==> config.mk <==
export PLATFORM = sky130hd
export DESIGN_NAME = ptc_timer
export DESIGN_NICKNAME = d
export VERILOG_FILES = /design/src/pkg/ptc_pkg.sv /design/src/ptc_timer.sv
export SDC_FILE = /design/constraint.sdc
export NUM_CORES = 1
export LEC_CHECK = 0
export BUFFER_PORTS_ARGS = -buffer_cell sky130_fd_sc_hd__buf_2
export CELL_PAD_IN_SITES_DETAIL_PLACEMENT = 1
export CELL_PAD_IN_SITES_GLOBAL_PLACEMENT = 1
export CORE_MARGIN = 2
export CORE_UTILIZATION = 35
export CTS_BUF_LIST = sky130_fd_sc_hd__clkbuf_16
export CTS_CLUSTER_SIZE = 28
export DETAILED_ROUTE_END_ITERATION = 16
export PLACE_DENSITY = 0.8
export SKIP_CTS_REPAIR_TIMING = 1
export SLEW_MARGIN = 15
export SYNTH_ARGS = -nofsm -noshare
export SYNTH_HDL_FRONTEND = slang
export SYNTH_SLANG_ARGS = --single-unit
==> constraint.sdc <==
create_clock -name clk -period 2.65 [get_ports clk]
set_input_delay 0.53 -clock clk [delete_from_list [all_inputs] [get_ports clk]]
set_output_delay 0.53 -clock clk [all_outputs]
set_load 0.01 [all_outputs]
==> src/pkg/ptc_pkg.sv <==
// constants for the periodic timer control and data register slice
package ptc_pkg;

  // ----------------------------------------------------------------
  // register indices (byte address = 4 * index)
  // ----------------------------------------------------------------
  localparam logic [3:0] IDX_CTRL_ZERO = 4'h0;
  localparam logic [3:0] IDX_CTRL_ONE = 4'h1;
  localparam logic [3:0] IDX_CTRL_TWO = 4'h2;
  localparam logic [3:0] IDX_COUNT_LO = 4'h3;
  localparam logic [3:0] IDX_COUNT_HI = 4'h4;
  localparam logic [3:0] IDX_CMPA_LO = 4'h5;
  localparam logic [3:0] IDX_CMPA_HI = 4'h6;
  localparam logic [3:0] IDX_CMPB_LO = 4'h7;
  localparam logic [3:0] IDX_CMPB_HI = 4'h8;
  localparam logic [3:0] IDX_PERIOD_LO = 4'h9;
  localparam logic [3:0] IDX_PERIOD_HI = 4'hA;
  localparam logic [3:0] IDX_LAST = 4'hA;
  localparam int ADDR_W = 6;

  // ----------------------------------------------------------------
  // field positions
  // ----------------------------------------------------------------
  // timer_control_zero
  localparam int F_PAUSE = 7;
  localparam int F_ON = 3;
  // timer_control_one
  localparam int F_MODE_HI = 7;
  localparam int F_MODE_LO = 6;
  localparam int F_ACT_HI = 5;
  localparam int F_ACT_LO = 4;
  localparam int F_INIT = 3;
  localparam int F_INV = 2;
  localparam int F_CAPSRC = 1;
  localparam int F_CLRSEL = 0;
  // timer_control_two
  localparam int F_CCLR_HI = 2;
  localparam int F_CCLR_LO = 1;
  localparam int F_EDGE = 0;

  // ----------------------------------------------------------------
  // reset values
  // ----------------------------------------------------------------
  localparam logic [7:0] RST_BYTE = 8'h00;
  localparam logic [1:0] RST_HI = 2'h0;

  // ----------------------------------------------------------------
  // encodings
  // ----------------------------------------------------------------
  typedef enum logic [1:0] {
    PTC_MODE_CMP,
    PTC_MODE_CAP,
    PTC_MODE_PWM,
    PTC_MODE_TMR
  } ptc_mode_e;

  localparam logic [1:0] ACT_NONE = 2'b00;
  localparam logic [1:0] ACT_LOW = 2'b01;
  localparam logic [1:0] ACT_HIGH = 2'b10;
  localparam logic [1:0] ACT_TOGGLE = 2'b11;
  // pwm-mode meaning of the action field
  localparam logic [1:0] PWM_INACTIVE = 2'b00;
  localparam logic [1:0] PWM_ACTIVE = 2'b01;
  localparam logic [1:0] PWM_RUN = 2'b10;
  localparam logic [1:0] PWM_PULSE = 2'b11;
  // capture-mode edge and clear selections
  localparam logic [1:0] CAP_RISE = 2'b00;
  localparam logic [1:0] CAP_FALL = 2'b01;
  localparam logic [1:0] CAP_BOTH = 2'b10;
  localparam logic [1:0] CCLR_P_ONLY = 2'b00;
  localparam logic [1:0] CCLR_RISE = 2'b01;
  localparam logic [1:0] CCLR_FALL = 2'b10;
  localparam logic [1:0] CCLR_BOTH = 2'b11;

endpackage : ptc_pkg

==> src/ptc_timer.sv <==
// periodic timer: control, compare, capture and count registers on avalon-mm
`timescale 1ns/1ns
`default_nettype none

module ptc_timer
  import ptc_pkg::*;
#(
  parameter int CNT_W = 10
) (
  input wire logic clk,
  input wire logic arst_n,
  input wire logic [ptc_pkg::ADDR_W-1:0] avs_address,
  input wire logic avs_read,
  input wire logic avs_write,
  input wire logic [31:0] avs_writedata,
  input wire logic [3:0] avs_byteenable,
  output logic [31:0] avs_readdata,
  output logic avs_waitrequest,
  input wire logic capture_input_pin,
  input wire logic external_clock_pin,
  output logic timer_output_pin,
  output logic [CNT_W-1:0] count_value
);

  // ----------------------------------------------------------------
  // elaboration check
  // ----------------------------------------------------------------
  // the high registers carry at most 8 bits above the low byte
  if (CNT_W <= 8 || CNT_W > 16) begin : g_bad_width
    $error("ptc_timer: CNT_W must lie in 9..16");
  end

  localparam int HI_W = CNT_W - 8;
  localparam logic [CNT_W-1:0] CNT_ZERO = '0;
  localparam logic [CNT_W-1:0] CNT_ONE = {{(CNT_W-1){1'b0}}, 1'b1};

  // ----------------------------------------------------------------
  // registers
  // ----------------------------------------------------------------
  logic on_q, on_d, pause_q, pause_d, on_prev_q;
  logic [7:0] ctrl1_q, ctrl1_d;
  logic [1:0] cclr_q, cclr_d;
  logic edge_flag_q, edge_flag_d;
  logic [CNT_W-1:0] cnt_q, cnt_d, cmpa_q, cmpa_d, cmpb_q, cmpb_d, per_q, per_d;
  logic out_q, out_d;
  logic cap_prev_q, ext_prev_q;
  logic ack_q;
  logic [31:0] rdata_q, rdata_d;

  // ----------------------------------------------------------------
  // decode
  // ----------------------------------------------------------------
  function automatic logic [3:0] reg_index(input logic [ptc_pkg::ADDR_W-1:0] a);
    reg_index = a[ptc_pkg::ADDR_W-1:2];
  endfunction : reg_index

  function automatic logic [7:0] hi_byte(input logic [CNT_W-1:0] v);
    hi_byte = 8'h00;
    hi_byte[HI_W-1:0] = v[CNT_W-1:8];
  endfunction : hi_byte

  wire logic req = avs_read | avs_write;
  wire logic [3:0] idx = reg_index(avs_address);
  wire logic aligned = (avs_address[1:0] == 2'b00);
  wire logic wr_go = avs_write & ack_q & aligned & avs_byteenable[0];
  wire logic [7:0] wb = avs_writedata[7:0];
  wire logic wr_c0 = wr_go && (idx == IDX_CTRL_ZERO);
  wire logic wr_c1 = wr_go && (idx == IDX_CTRL_ONE);
  wire logic wr_c2 = wr_go && (idx == IDX_CTRL_TWO);
  wire logic wr_al = wr_go && (idx == IDX_CMPA_LO);
  wire logic wr_ah = wr_go && (idx == IDX_CMPA_HI);
  wire logic wr_bl = wr_go && (idx == IDX_CMPB_LO);
  wire logic wr_bh = wr_go && (idx == IDX_CMPB_HI);
  wire logic wr_pl = wr_go && (idx == IDX_PERIOD_LO);
  wire logic wr_ph = wr_go && (idx == IDX_PERIOD_HI);

  wire ptc_mode_e mode = ptc_mode_e'(ctrl1_q[F_MODE_HI:F_MODE_LO]);
  wire logic [1:0] act = ctrl1_q[F_ACT_HI:F_ACT_LO];
  wire logic init_lvl = ctrl1_q[F_INIT];
  wire logic invert = ctrl1_q[F_INV];
  wire logic m_cmp = (mode == PTC_MODE_CMP);
  wire logic m_cap = (mode == PTC_MODE_CAP);
  wire logic m_pwm = (mode == PTC_MODE_PWM);
  wire logic m_tmr = (mode == PTC_MODE_TMR);
  wire logic m_pulse = m_pwm && (act == PWM_PULSE);

  // ----------------------------------------------------------------
  // counter control and comparators
  // ----------------------------------------------------------------
  wire logic on_rise = on_q & ~on_prev_q;
  wire logic running = on_q & ~pause_q;
  wire logic match_a = running && (cnt_q == cmpa_q);
  wire logic per_zero = (per_q == CNT_ZERO);
  wire logic match_p = running && !per_zero && (cnt_q == per_q);

  wire logic cap_src = ctrl1_q[F_CAPSRC] ? external_clock_pin : capture_input_pin;
  wire logic cap_prev = ctrl1_q[F_CAPSRC] ? ext_prev_q : cap_prev_q;
  wire logic cap_rise = running & cap_src & ~cap_prev;
  wire logic cap_fall = running & ~cap_src & cap_prev;
  wire logic ext_rise = external_clock_pin & ~ext_prev_q;

  // capture routing: split mode sends rising edges to compare B
  wire logic cap_split = (cclr_q != CCLR_P_ONLY);
  wire logic cap_take_r = (act == CAP_RISE) || (act == CAP_BOTH);
  wire logic cap_take_f = (act == CAP_FALL) || (act == CAP_BOTH);
  wire logic lat_rise = m_cap && cap_rise && cap_take_r;
  wire logic lat_fall = m_cap && cap_fall && cap_take_f;

  // capture clear only in capture mode
  wire logic edge_clr = m_cap && (
      ((cclr_q == CCLR_RISE) && cap_rise) ||
      ((cclr_q == CCLR_FALL) && cap_fall) ||
      ((cclr_q == CCLR_BOTH) && (cap_rise || cap_fall)));

  // clear select used only in compare and timer modes
  // clear on period match; overflow wraps naturally when period is zero
  wire logic clr_sel = ctrl1_q[F_CLRSEL] && (m_cmp || m_tmr);
  wire logic cnt_clr = clr_sel ? match_a : (match_p || edge_clr);

  // single pulse ends at comparator A match
  wire logic pulse_end = m_pulse && match_a;

  always_comb begin
    cnt_d = cnt_q;
    if (on_rise) begin
      cnt_d = CNT_ZERO;
    end else if (running && !m_pulse && cnt_clr) begin
      cnt_d = CNT_ZERO;
    end else if (running && !pulse_end) begin
      cnt_d = cnt_q + CNT_ONE;
    end
  end

  // ----------------------------------------------------------------
  // output logic
  // ----------------------------------------------------------------
  // pwm level: duty at or above period gives full duty
  wire logic [CNT_W:0] per_eff = per_zero ? {1'b1, CNT_ZERO} : {1'b0, per_q};
  wire logic pwm_on = ({1'b0, cmpa_q} >= per_eff) || (cnt_q < cmpa_q);

  always_comb begin
    out_d = out_q;
    case (mode)
      PTC_MODE_CMP: begin
        if (on_rise) begin
          out_d = init_lvl;
        end else if (match_a && !(clr_sel == 1'b0 && cmpa_q == CNT_ZERO)) begin
          // only a differing level moves the output
          case (act)
            ACT_LOW: out_d = 1'b0;
            ACT_HIGH: out_d = 1'b1;
            ACT_TOGGLE: out_d = ~out_q;
            default: out_d = out_q;
          endcase
        end
      end
      PTC_MODE_PWM: begin
        case (act)
          PWM_INACTIVE: out_d = ~init_lvl;
          PWM_ACTIVE: out_d = init_lvl;
          PWM_RUN: out_d = running && pwm_on ? init_lvl : ~init_lvl;
          default: begin
            // pulse leading edge at counter_on rise
            if (on_rise) begin
              out_d = init_lvl;
            end else if (pulse_end || !on_q) begin
              out_d = ~init_lvl;
            end
          end
        endcase
      end
      default: out_d = out_q;
    endcase
  end

  // timer mode drives a quiet pin
  wire logic pin_level = m_tmr ? 1'b0 : (out_q ^ invert);

  // ----------------------------------------------------------------
  // register next values
  // ----------------------------------------------------------------
  always_comb begin
    on_d = on_q;
    pause_d = pause_q;
    if (wr_c0) begin
      on_d = wb[F_ON];
      pause_d = wb[F_PAUSE];
    end
    // an external pin edge can start a single pulse
    if (m_pulse && ext_rise && !on_q) begin
      on_d = 1'b1;
    end
    // hardware stop beats a same-cycle software write
    if (pulse_end) begin
      on_d = 1'b0;
    end
  end

  // action bits are taken as written, also while the counter is running
  assign ctrl1_d = wr_c1 ? wb : ctrl1_q;
  assign cclr_d = wr_c2 ? wb[F_CCLR_HI:F_CCLR_LO] : cclr_q;

  // flag meaningful only with edge clear enabled
  assign edge_flag_d = lat_rise ? 1'b1 : (lat_fall ? 1'b0 : edge_flag_q);

  // compare A register pair; capture latch wins over a write
  always_comb begin
    cmpa_d = cmpa_q;
    if (wr_al) begin
      cmpa_d[7:0] = wb;
    end
    if (wr_ah) begin
      cmpa_d[CNT_W-1:8] = wb[HI_W-1:0];
    end
    if (lat_fall || (lat_rise && !cap_split)) begin
      cmpa_d = cnt_q;
    end
  end

  always_comb begin
    cmpb_d = cmpb_q;
    if (wr_bl) begin
      cmpb_d[7:0] = wb;
    end
    if (wr_bh) begin
      cmpb_d[CNT_W-1:8] = wb[HI_W-1:0];
    end
    if (lat_rise && cap_split) begin
      cmpb_d = cnt_q;
    end
  end

  // period low byte, high bits alongside
  always_comb begin
    per_d = per_q;
    if (wr_pl) begin
      per_d[7:0] = wb;
    end
    if (wr_ph) begin
      per_d[CNT_W-1:8] = wb[HI_W-1:0];
    end
  end

  // ----------------------------------------------------------------
  // read mux
  // ----------------------------------------------------------------
  // all eleven registers in the low byte, upper bits zero
  always_comb begin
    rdata_d = 32'h0000_0000;
    if (!aligned) begin
      rdata_d = 32'h0000_0000;
    end else if (idx == IDX_CTRL_ZERO) begin
      rdata_d[F_ON] = on_q;
      rdata_d[F_PAUSE] = pause_q;
    end else if (idx == IDX_CTRL_ONE) begin
      rdata_d[7:0] = ctrl1_q;
    end else if (idx == IDX_CTRL_TWO) begin
      rdata_d[F_CCLR_HI:F_CCLR_LO] = cclr_q;
      rdata_d[F_EDGE] = edge_flag_q;
    end else if (idx == IDX_COUNT_LO) begin
      rdata_d[7:0] = cnt_q[7:0];
    end else if (idx == IDX_COUNT_HI) begin
      rdata_d[7:0] = hi_byte(cnt_q);
    end else if (idx == IDX_CMPA_LO) begin
      rdata_d[7:0] = cmpa_q[7:0];
    end else if (idx == IDX_CMPA_HI) begin
      rdata_d[7:0] = hi_byte(cmpa_q);
    end else if (idx == IDX_CMPB_LO) begin
      rdata_d[7:0] = cmpb_q[7:0];
    end else if (idx == IDX_CMPB_HI) begin
      rdata_d[7:0] = hi_byte(cmpb_q);
    end else if (idx == IDX_PERIOD_LO) begin
      rdata_d[7:0] = per_q[7:0];
    end else if (idx == IDX_PERIOD_HI) begin
      rdata_d[7:0] = hi_byte(per_q);
    end
  end

  // one wait cycle: data is registered first, then presented
  assign avs_waitrequest = req & ~ack_q;
  assign avs_readdata = rdata_q;
  assign timer_output_pin = pin_level;
  assign count_value = cnt_q;

  // ----------------------------------------------------------------
  // flops
  // ----------------------------------------------------------------
  always_ff @(posedge clk or negedge arst_n) begin
    if (!arst_n) begin
      ack_q <= 1'b0;
      rdata_q <= 32'h0000_0000;
    end else begin
      ack_q <= req & ~ack_q;
      if (avs_read && !ack_q) begin
        rdata_q <= rdata_d;
      end
    end
  end

  always_ff @(posedge clk or negedge arst_n) begin
    if (!arst_n) begin
      on_q <= 1'b0;
      pause_q <= 1'b0;
      on_prev_q <= 1'b0;
      ctrl1_q <= RST_BYTE;
      cclr_q <= RST_HI;
      edge_flag_q <= 1'b0;
    end else begin
      on_q <= on_d;
      pause_q <= pause_d;
      on_prev_q <= on_q;
      ctrl1_q <= ctrl1_d;
      cclr_q <= cclr_d;
      edge_flag_q <= edge_flag_d;
    end
  end

  always_ff @(posedge clk or negedge arst_n) begin
    if (!arst_n) begin
      cnt_q <= CNT_ZERO;
      cmpa_q <= CNT_ZERO;
      cmpb_q <= CNT_ZERO;
      per_q <= CNT_ZERO;
      out_q <= 1'b0;
      cap_prev_q <= 1'b0;
      ext_prev_q <= 1'b0;
    end else begin
      cnt_q <= cnt_d;
      cmpa_q <= cmpa_d;
      cmpb_q <= cmpb_d;
      per_q <= per_d;
      out_q <= out_d;
      cap_prev_q <= capture_input_pin;
      ext_prev_q <= external_clock_pin;
    end
  end

endmodule : ptc_timer

`default_nettype wire

Yosys cells after proc, flatten, opt, wreduce, memory -nomap -nowiden --
Cells that the tools add are included.
Word-level totals: bits of input ports 48, output and inout port bits 44, bits in registers 66, word-level logic and storage cells 177
Cells by class: reduce and logical (&&, ||, !) cells 67, bitwise logic cells 22, multiplexer cells 43, order comparisons 2, equality and inequality tests 24, add/sub/neg operators 1
Operator list (count):
- two-way mux 8 bit | 11
- two-way mux 10 bit | 5
- logical AND 1 bit | 34
- == test 10 bit | 2
- zero test 10 bit | 2
- == test 4 x 3 -> 1 bit, second input constant | 4
- two-way mux 1 bit | 16
- nonzero test 2 bit | 7
- == test 2 bit, second input constant | 6
- == test 4 bit, second input constant | 3
- AND 1 bit | 11
- greater-or-equal comparator 10 x 11 -> 1 bit | 1
- two-way mux 11 bit | 1
- adder 10 x 1 -> 10 bit, second input constant | 1
- logical OR 1 bit | 10
- < comparator 10 bit | 1
- two-way mux 3 bit | 3
- inverter 1 bit | 9
- == test 4 x 2 -> 1 bit, second input constant | 2
- zero test 1 bit | 7
- == test 2 x 1 -> 1 bit, second input constant | 3
- zero test 2 bit | 3
- two-way mux 2 bit | 3
- != test 6 x 1 -> 1 bit, second input constant | 1
- 11 further kinds | 13

Longest topological paths before layout --
word-level depth 13, mapped depth 9, mapped depth without buffers 8

Least setup slack after synthesis --
OpenSTA, ideal clock, no wires.
path kind register -> register, start register cnt_q[7], in the netlist count_value[7], end register out_q, path slack 0.615 ns, data arrival time 1.969 ns, cell stages (with the launch flop) 8, required time 2.584 ns, period minus slack after synthesis 2.035 ns, library setup time 0.066 ns, path buffers 0, cell sequence dfrtp_1 -> ha_1 -> nand4_4 -> nor3_4 -> nand3_1 -> a311o_1 -> a221oi_2 -> a22o_1
Between the ends: longest elaborated chain between the ends 6, elaborated cells on any way between the ends 14, those cells by class order compare: 1; eq/ne: 3; mux: 3; reduce/logical: 7
Ends and longest elaborated chain:
- start: declaration | line ptc_timer.sv:44 | logic [CNT_W-1:0] cnt_q, cnt_d, cmpa_q, cmpa_d, cmpb_q, cmpb_d, per_q, per_d;
- start signal: assignment | line ptc_timer.sv:328 | cnt_q <= cnt_d;
- < comparator 10 bit / == test 10 bit (equally long branches) | line ptc_timer.sv:139, ptc_timer.sv:92
- logical OR 1 bit / logical AND 1 bit (equally long branches) | line ptc_timer.sv:139, ptc_timer.sv:92
- logical AND 1 bit, on equally long branches | line ptc_timer.sv:161, ptc_timer.sv:121
- two-way mux 1 bit / logical OR 1 bit (equally long branches) | line ptc_timer.sv:161, ptc_timer.sv:166
- one-hot mux 1 bit (3 select lines) / != test 6 x 1 -> 1 bit (equally long branches)
- one-hot mux 1 bit (2 select lines) / AND reduction 4 bit (equally long branches)
- end signal: assignment | line ptc_timer.sv:332 | out_q <= out_d;
- end: declaration | line ptc_timer.sv:45 | logic out_q, out_d;
Parallel ways exist; a longest one is shown, timed or not. A chain may end at the register's enable or synchronous reset.

Worst setup path after layout --
start register ctrl1_q[6], end register cnt_q[4], in the netlist count_value[4]
Between the ends: longest elaborated chain between the ends 7, elaborated cells on any way between the ends 19, those cells by class eq/ne: 3; mux: 3; reduce/logical: 13
Ends and longest elaborated chain:
- start: declaration | line ptc_timer.sv:41 | logic [7:0] ctrl1_q, ctrl1_d;
- start signal: assignment | line ptc_timer.sv:312 | ctrl1_q <= ctrl1_d;
- == test 2 x 1 -> 1 bit (tied with other cells) | line ptc_timer.sv:82 | wire logic m_cap = (mode == PTC_MODE_CAP);
- logical AND 1 bit (tied with other cells) | line ptc_timer.sv:110 | wire logic edge_clr = m_cap && (
- logical OR 1 bit (tied with other cells) | line ptc_timer.sv:118 | wire logic cnt_clr = clr_sel ? match_a : (match_p || edge_clr);
- two-way mux 1 bit / logical AND 1 bit (equally long branches) | line ptc_timer.sv:118, ptc_timer.sv:127
- logical AND 1 bit | line ptc_timer.sv:127 | end else if (running && !m_pulse && cnt_clr) begin
- two-way mux 10 bit | line ptc_timer.sv:127
- two-way mux 10 bit | line ptc_timer.sv:125 | if (on_rise) begin
Parallel ways exist; a longest one is shown, timed or not.

==> results.toml <==
[clock_tree]
htreeDepth = 3
clock-root-buffer = "clkbuf_16"
cts_buffers = 9
clk_latency_ns = 0.34
cts_tree = "yes"
cts_sinks = 66
clock_path_buffers = 2
path_clk_slew_ns = 0.06

[logic_synthesis]
seq_area_frac_synth = 0.358
synthXorXnorAreaFrac = 0.0399
synthAdderAreaFrac = 0.0787
synth_area_sq_mm = 0.00461
synth_mux_area_frac = 0.112
yosys_most_used_dff = "dfrtp_1"
postSynthAreaPerCell_sq_um = 9.26
ys_warn_count = 0
synth_top_family_by_area = "simple AND/OR/NAND/NOR gates"
synth_edf_count = 0
synth_compound_area_frac = 0.155
post_synth_and_or_nand_nor_area_fraction = 0.161
synth_async_sr_flop_share = 1.00
synth-seq-cells = 66
syn_inst = 498
synth.distinct_cells = 61

[routing]
vias_per_cell = 5.53
drc = 0
wl_per_cell_um = 20.3
drtIter0Drc = 259
drt_pass1_iterations = 5
wirelength_um = 14700
ant_nets = 0
via_count = 3999

[grt]
overflow = 0
grt_max_degree = 40
grt_pass1_wl_um = 23600
grtUsageTotal = 0.214
antenna_found_initial = 0
grt_pass1_vias = 4319

[placement]
gp_congestion = 0.935
dp_hpwl_um = 10900
port_buffers = 40
dpl.cell_count = 707

[setup_path]
reg2reg_from = "ctrl1_q[6]"
reg2reg_setup_slack_ns = 0.28
reg2regPathDepth = 8
cp-endpoint = "count_value[4]"
crit_top_cell = "nor2_1"
r2r-end = "count_value[4]"
worst_path_largest_cell_delay_ns = 0.51
worstSetupPathType = "flop to flop"
path_max_fanout = 8
cp-end-kind = "flop"
cp.depth = 8
path_cells = "inv_1 > ha_1 > nand2_1 > o41ai_4 > nor2_1 > nand3_1 > xor2_1 > nor2_1"
crit_family = "simple AND/OR/NAND/NOR gates"
arrival_ns = 2.58
critPathRequiredTime_ns = 2.86
slowest_stage = "o41ai_4"
startpoint = "ctrl1_q[6]"
cp_num_buf_inv = 1
start_kind = "flop"

[sta]
max_slew_margin = 0.357
max_slew.worst_pin.slew_ns = 0.965
finClkSkew_ns = 0.00516
hold_viol = 0
fin_crit_sh = 0.894
tns_ns = 0
fin_crit_ns = 2.37
slew_violations = 0
rsz0062_at_grt = "no"
fmax_mhz = 422
setup_viol = 0

[cells_and_area]
areaGrowthSynthToFinish_pct = 14.0
nNetsFinal = 623
diodes = 0
fin_cells = 723
multi_input_area_sq_mm = 0.00262
drive_gt1_frac = 0.194
seqCellArea_sq_mm = 0.00165
nFillCells = 1525

[floorplanning]
die-area_sq_mm = 0.0141
dieWidth_um = 119
coreArea_sq_mm = 0.0127
ios = 92
rows = 41
start_util = 0.362
die_y_um = 119

[power]
pwr-share-comb = 0.232
power.density_mw_per_mm2 = 574
power.clock.fraction = 0.391
sw_frac_of_total = 0.321
switchingPower_mw = 0.970
p_int_mw = 2.05
ir_drop_v = 0.000338
p_leak_nw = 2.62
power_frac_seq = 0.376

[run]
maxCapViolations = 0

[hold_path]
hold_depth = 1
hp-class = "primary input to flop"

[outcome]
status = "finished clean"
==> Yosys cell counts, types with 3 or more instances <==
library cell	instances	area [sq um]
a21oi_1	26	130
a22o_1	4	35.0
nor4_1	10	62.6
inv_1	35	131
xnor2_1	4	35.0
clkbuf_1	6	22.5
nand2_1	38	143
nor2_1	43	161
dfrtp_1	66	1650
a32oi_1	3	26.3
nand3_1	14	70.1
nor2_2	3	18.8
o22ai_1	3	18.8
xor2_1	17	149
ha_1	29	363
buf_2	9	45.0
o31ai_1	4	30.0
a221oi_1	3	26.3
o21ai_0	31	155
a22oi_1	3	22.5
buf_1	3	11.3
nor3_1	5	25.0
and3_1	3	18.8
buf_4	25	188
nor2b_1	6	37.5
mux2i_1	28	280
mux2_2	21	236
buf_6	3	33.8
nand2b_1	6	37.5
nand4_1	4	25.0
==> sequential cells by signal (all words and copies together) (netlist names) <==
signal,cells
cap_prev_q,1
edge_flag_q,1
ack_q,1
on_prev_q,1
out_q,1
ctrl1_q,8
on_q,1
pause_q,1
cmpa_q,10
ext_prev_q,1
per_q,10
avs_readdata,8
cmpb_q,10
cclr_q,2
count_value,10
==> metrics by stage <==
| stage | hold WS [ns] | total power, mW | utilization | setup WS, ns | cell area, sq um |
|---|---|---|---|---|---|
| 2_1_floorplan | 0.234 | 1.60 | - | 0.615 | 4700 |
| 3_3_place_gp | 0.435 | 1.81 | 0.391 | 0.398 | 4970 |
| 3_5_place_dp | 0.460 | 1.84 | 0.391 | 0.319 | 4970 |
| 4_1_cts | 0.319 | 3.03 | 0.413 | 0.276 | 5260 |
| 5_1_grt | 0.328 | 3.16 | 0.413 | 0.149 | 5260 |
| 6_report | 0.323 | 3.02 | 0.413 | 0.281 | 5260 |
==> per-layer routing <==
metal | vias to the layer above | global-route usage | wire [um]
met5 | - | 0 | 0
met4 | 0 | 0.0885 | 399
met3 | 34 | 0.0357 | 740
met2 | 144 | 0.366 | 7450
met1 | 2002 | 0.266 | 6070
li1 | 1819 | - | -
==> area by class of cell <==
cell class                 count  area share
clock buffer                   9      0.0429
clock inverter                 7      0.0117
inverter                      35      0.0250
multi-input combinational    374       0.499
sequential                    66       0.314
tap                          172      0.0410
timing repair buffer          60      0.0667
==> power by group through the flow <==
stage / Combinational (mW) / Clock, mW / Sequential [mW]
finish: 0.701 / 1.18 / 1.14
global route: 0.772 / 1.25 / 1.14
CTS: 0.700 / 1.20 / 1.13
detailed placement: 0.691 / 0 / 1.15
global placement: 0.662 / 0 / 1.15
floorplan: 0.442 / 0 / 1.16
==> how the worst min path moves through the flow <==
stage	slack [ns]	to	startpoint
2_1_floorplan	0.23	ack_q	arst_n
3_3_place_gp	0.43	ack_q	ack_q
3_5_place_dp	0.46	ack_q	ack_q
4_1_cts	0.32	ext_prev_q	external_clock_pin
5_1_grt	0.33	ext_prev_q	external_clock_pin
6_report	0.32	ext_prev_q	external_clock_pin
==> kinds of logic (layout without fill, tap and decap cells) <==
family / after synthesis / in the layout
AO/OA/AOI/OAI: 106 / 106
XOR/XNOR: 21 / 21
adder cells (fa/ha/maj): 29 / 29
buffers and inverters: 81 / 111
flip-flops: 66 / 66
multiplexers: 49 / 49
other: 1 / 24
AND/OR/NAND/NOR: 145 / 145
==> cell usage in the layout, fill, tap and decap left out, types with 14 or more instances in the layout <==
cell / instances
a21oi_1: 26
buf_2: 40
buf_4: 20
conb_1: 24
dfrtp_1: 66
ha_1: 29
inv_1: 36
mux2_2: 21
mux2i_1: 28
nand2_1: 38
nand3_1: 14
nor2_1: 43
o21ai_0: 31
xor2_1: 17
(Power assumes the default switching activity.)
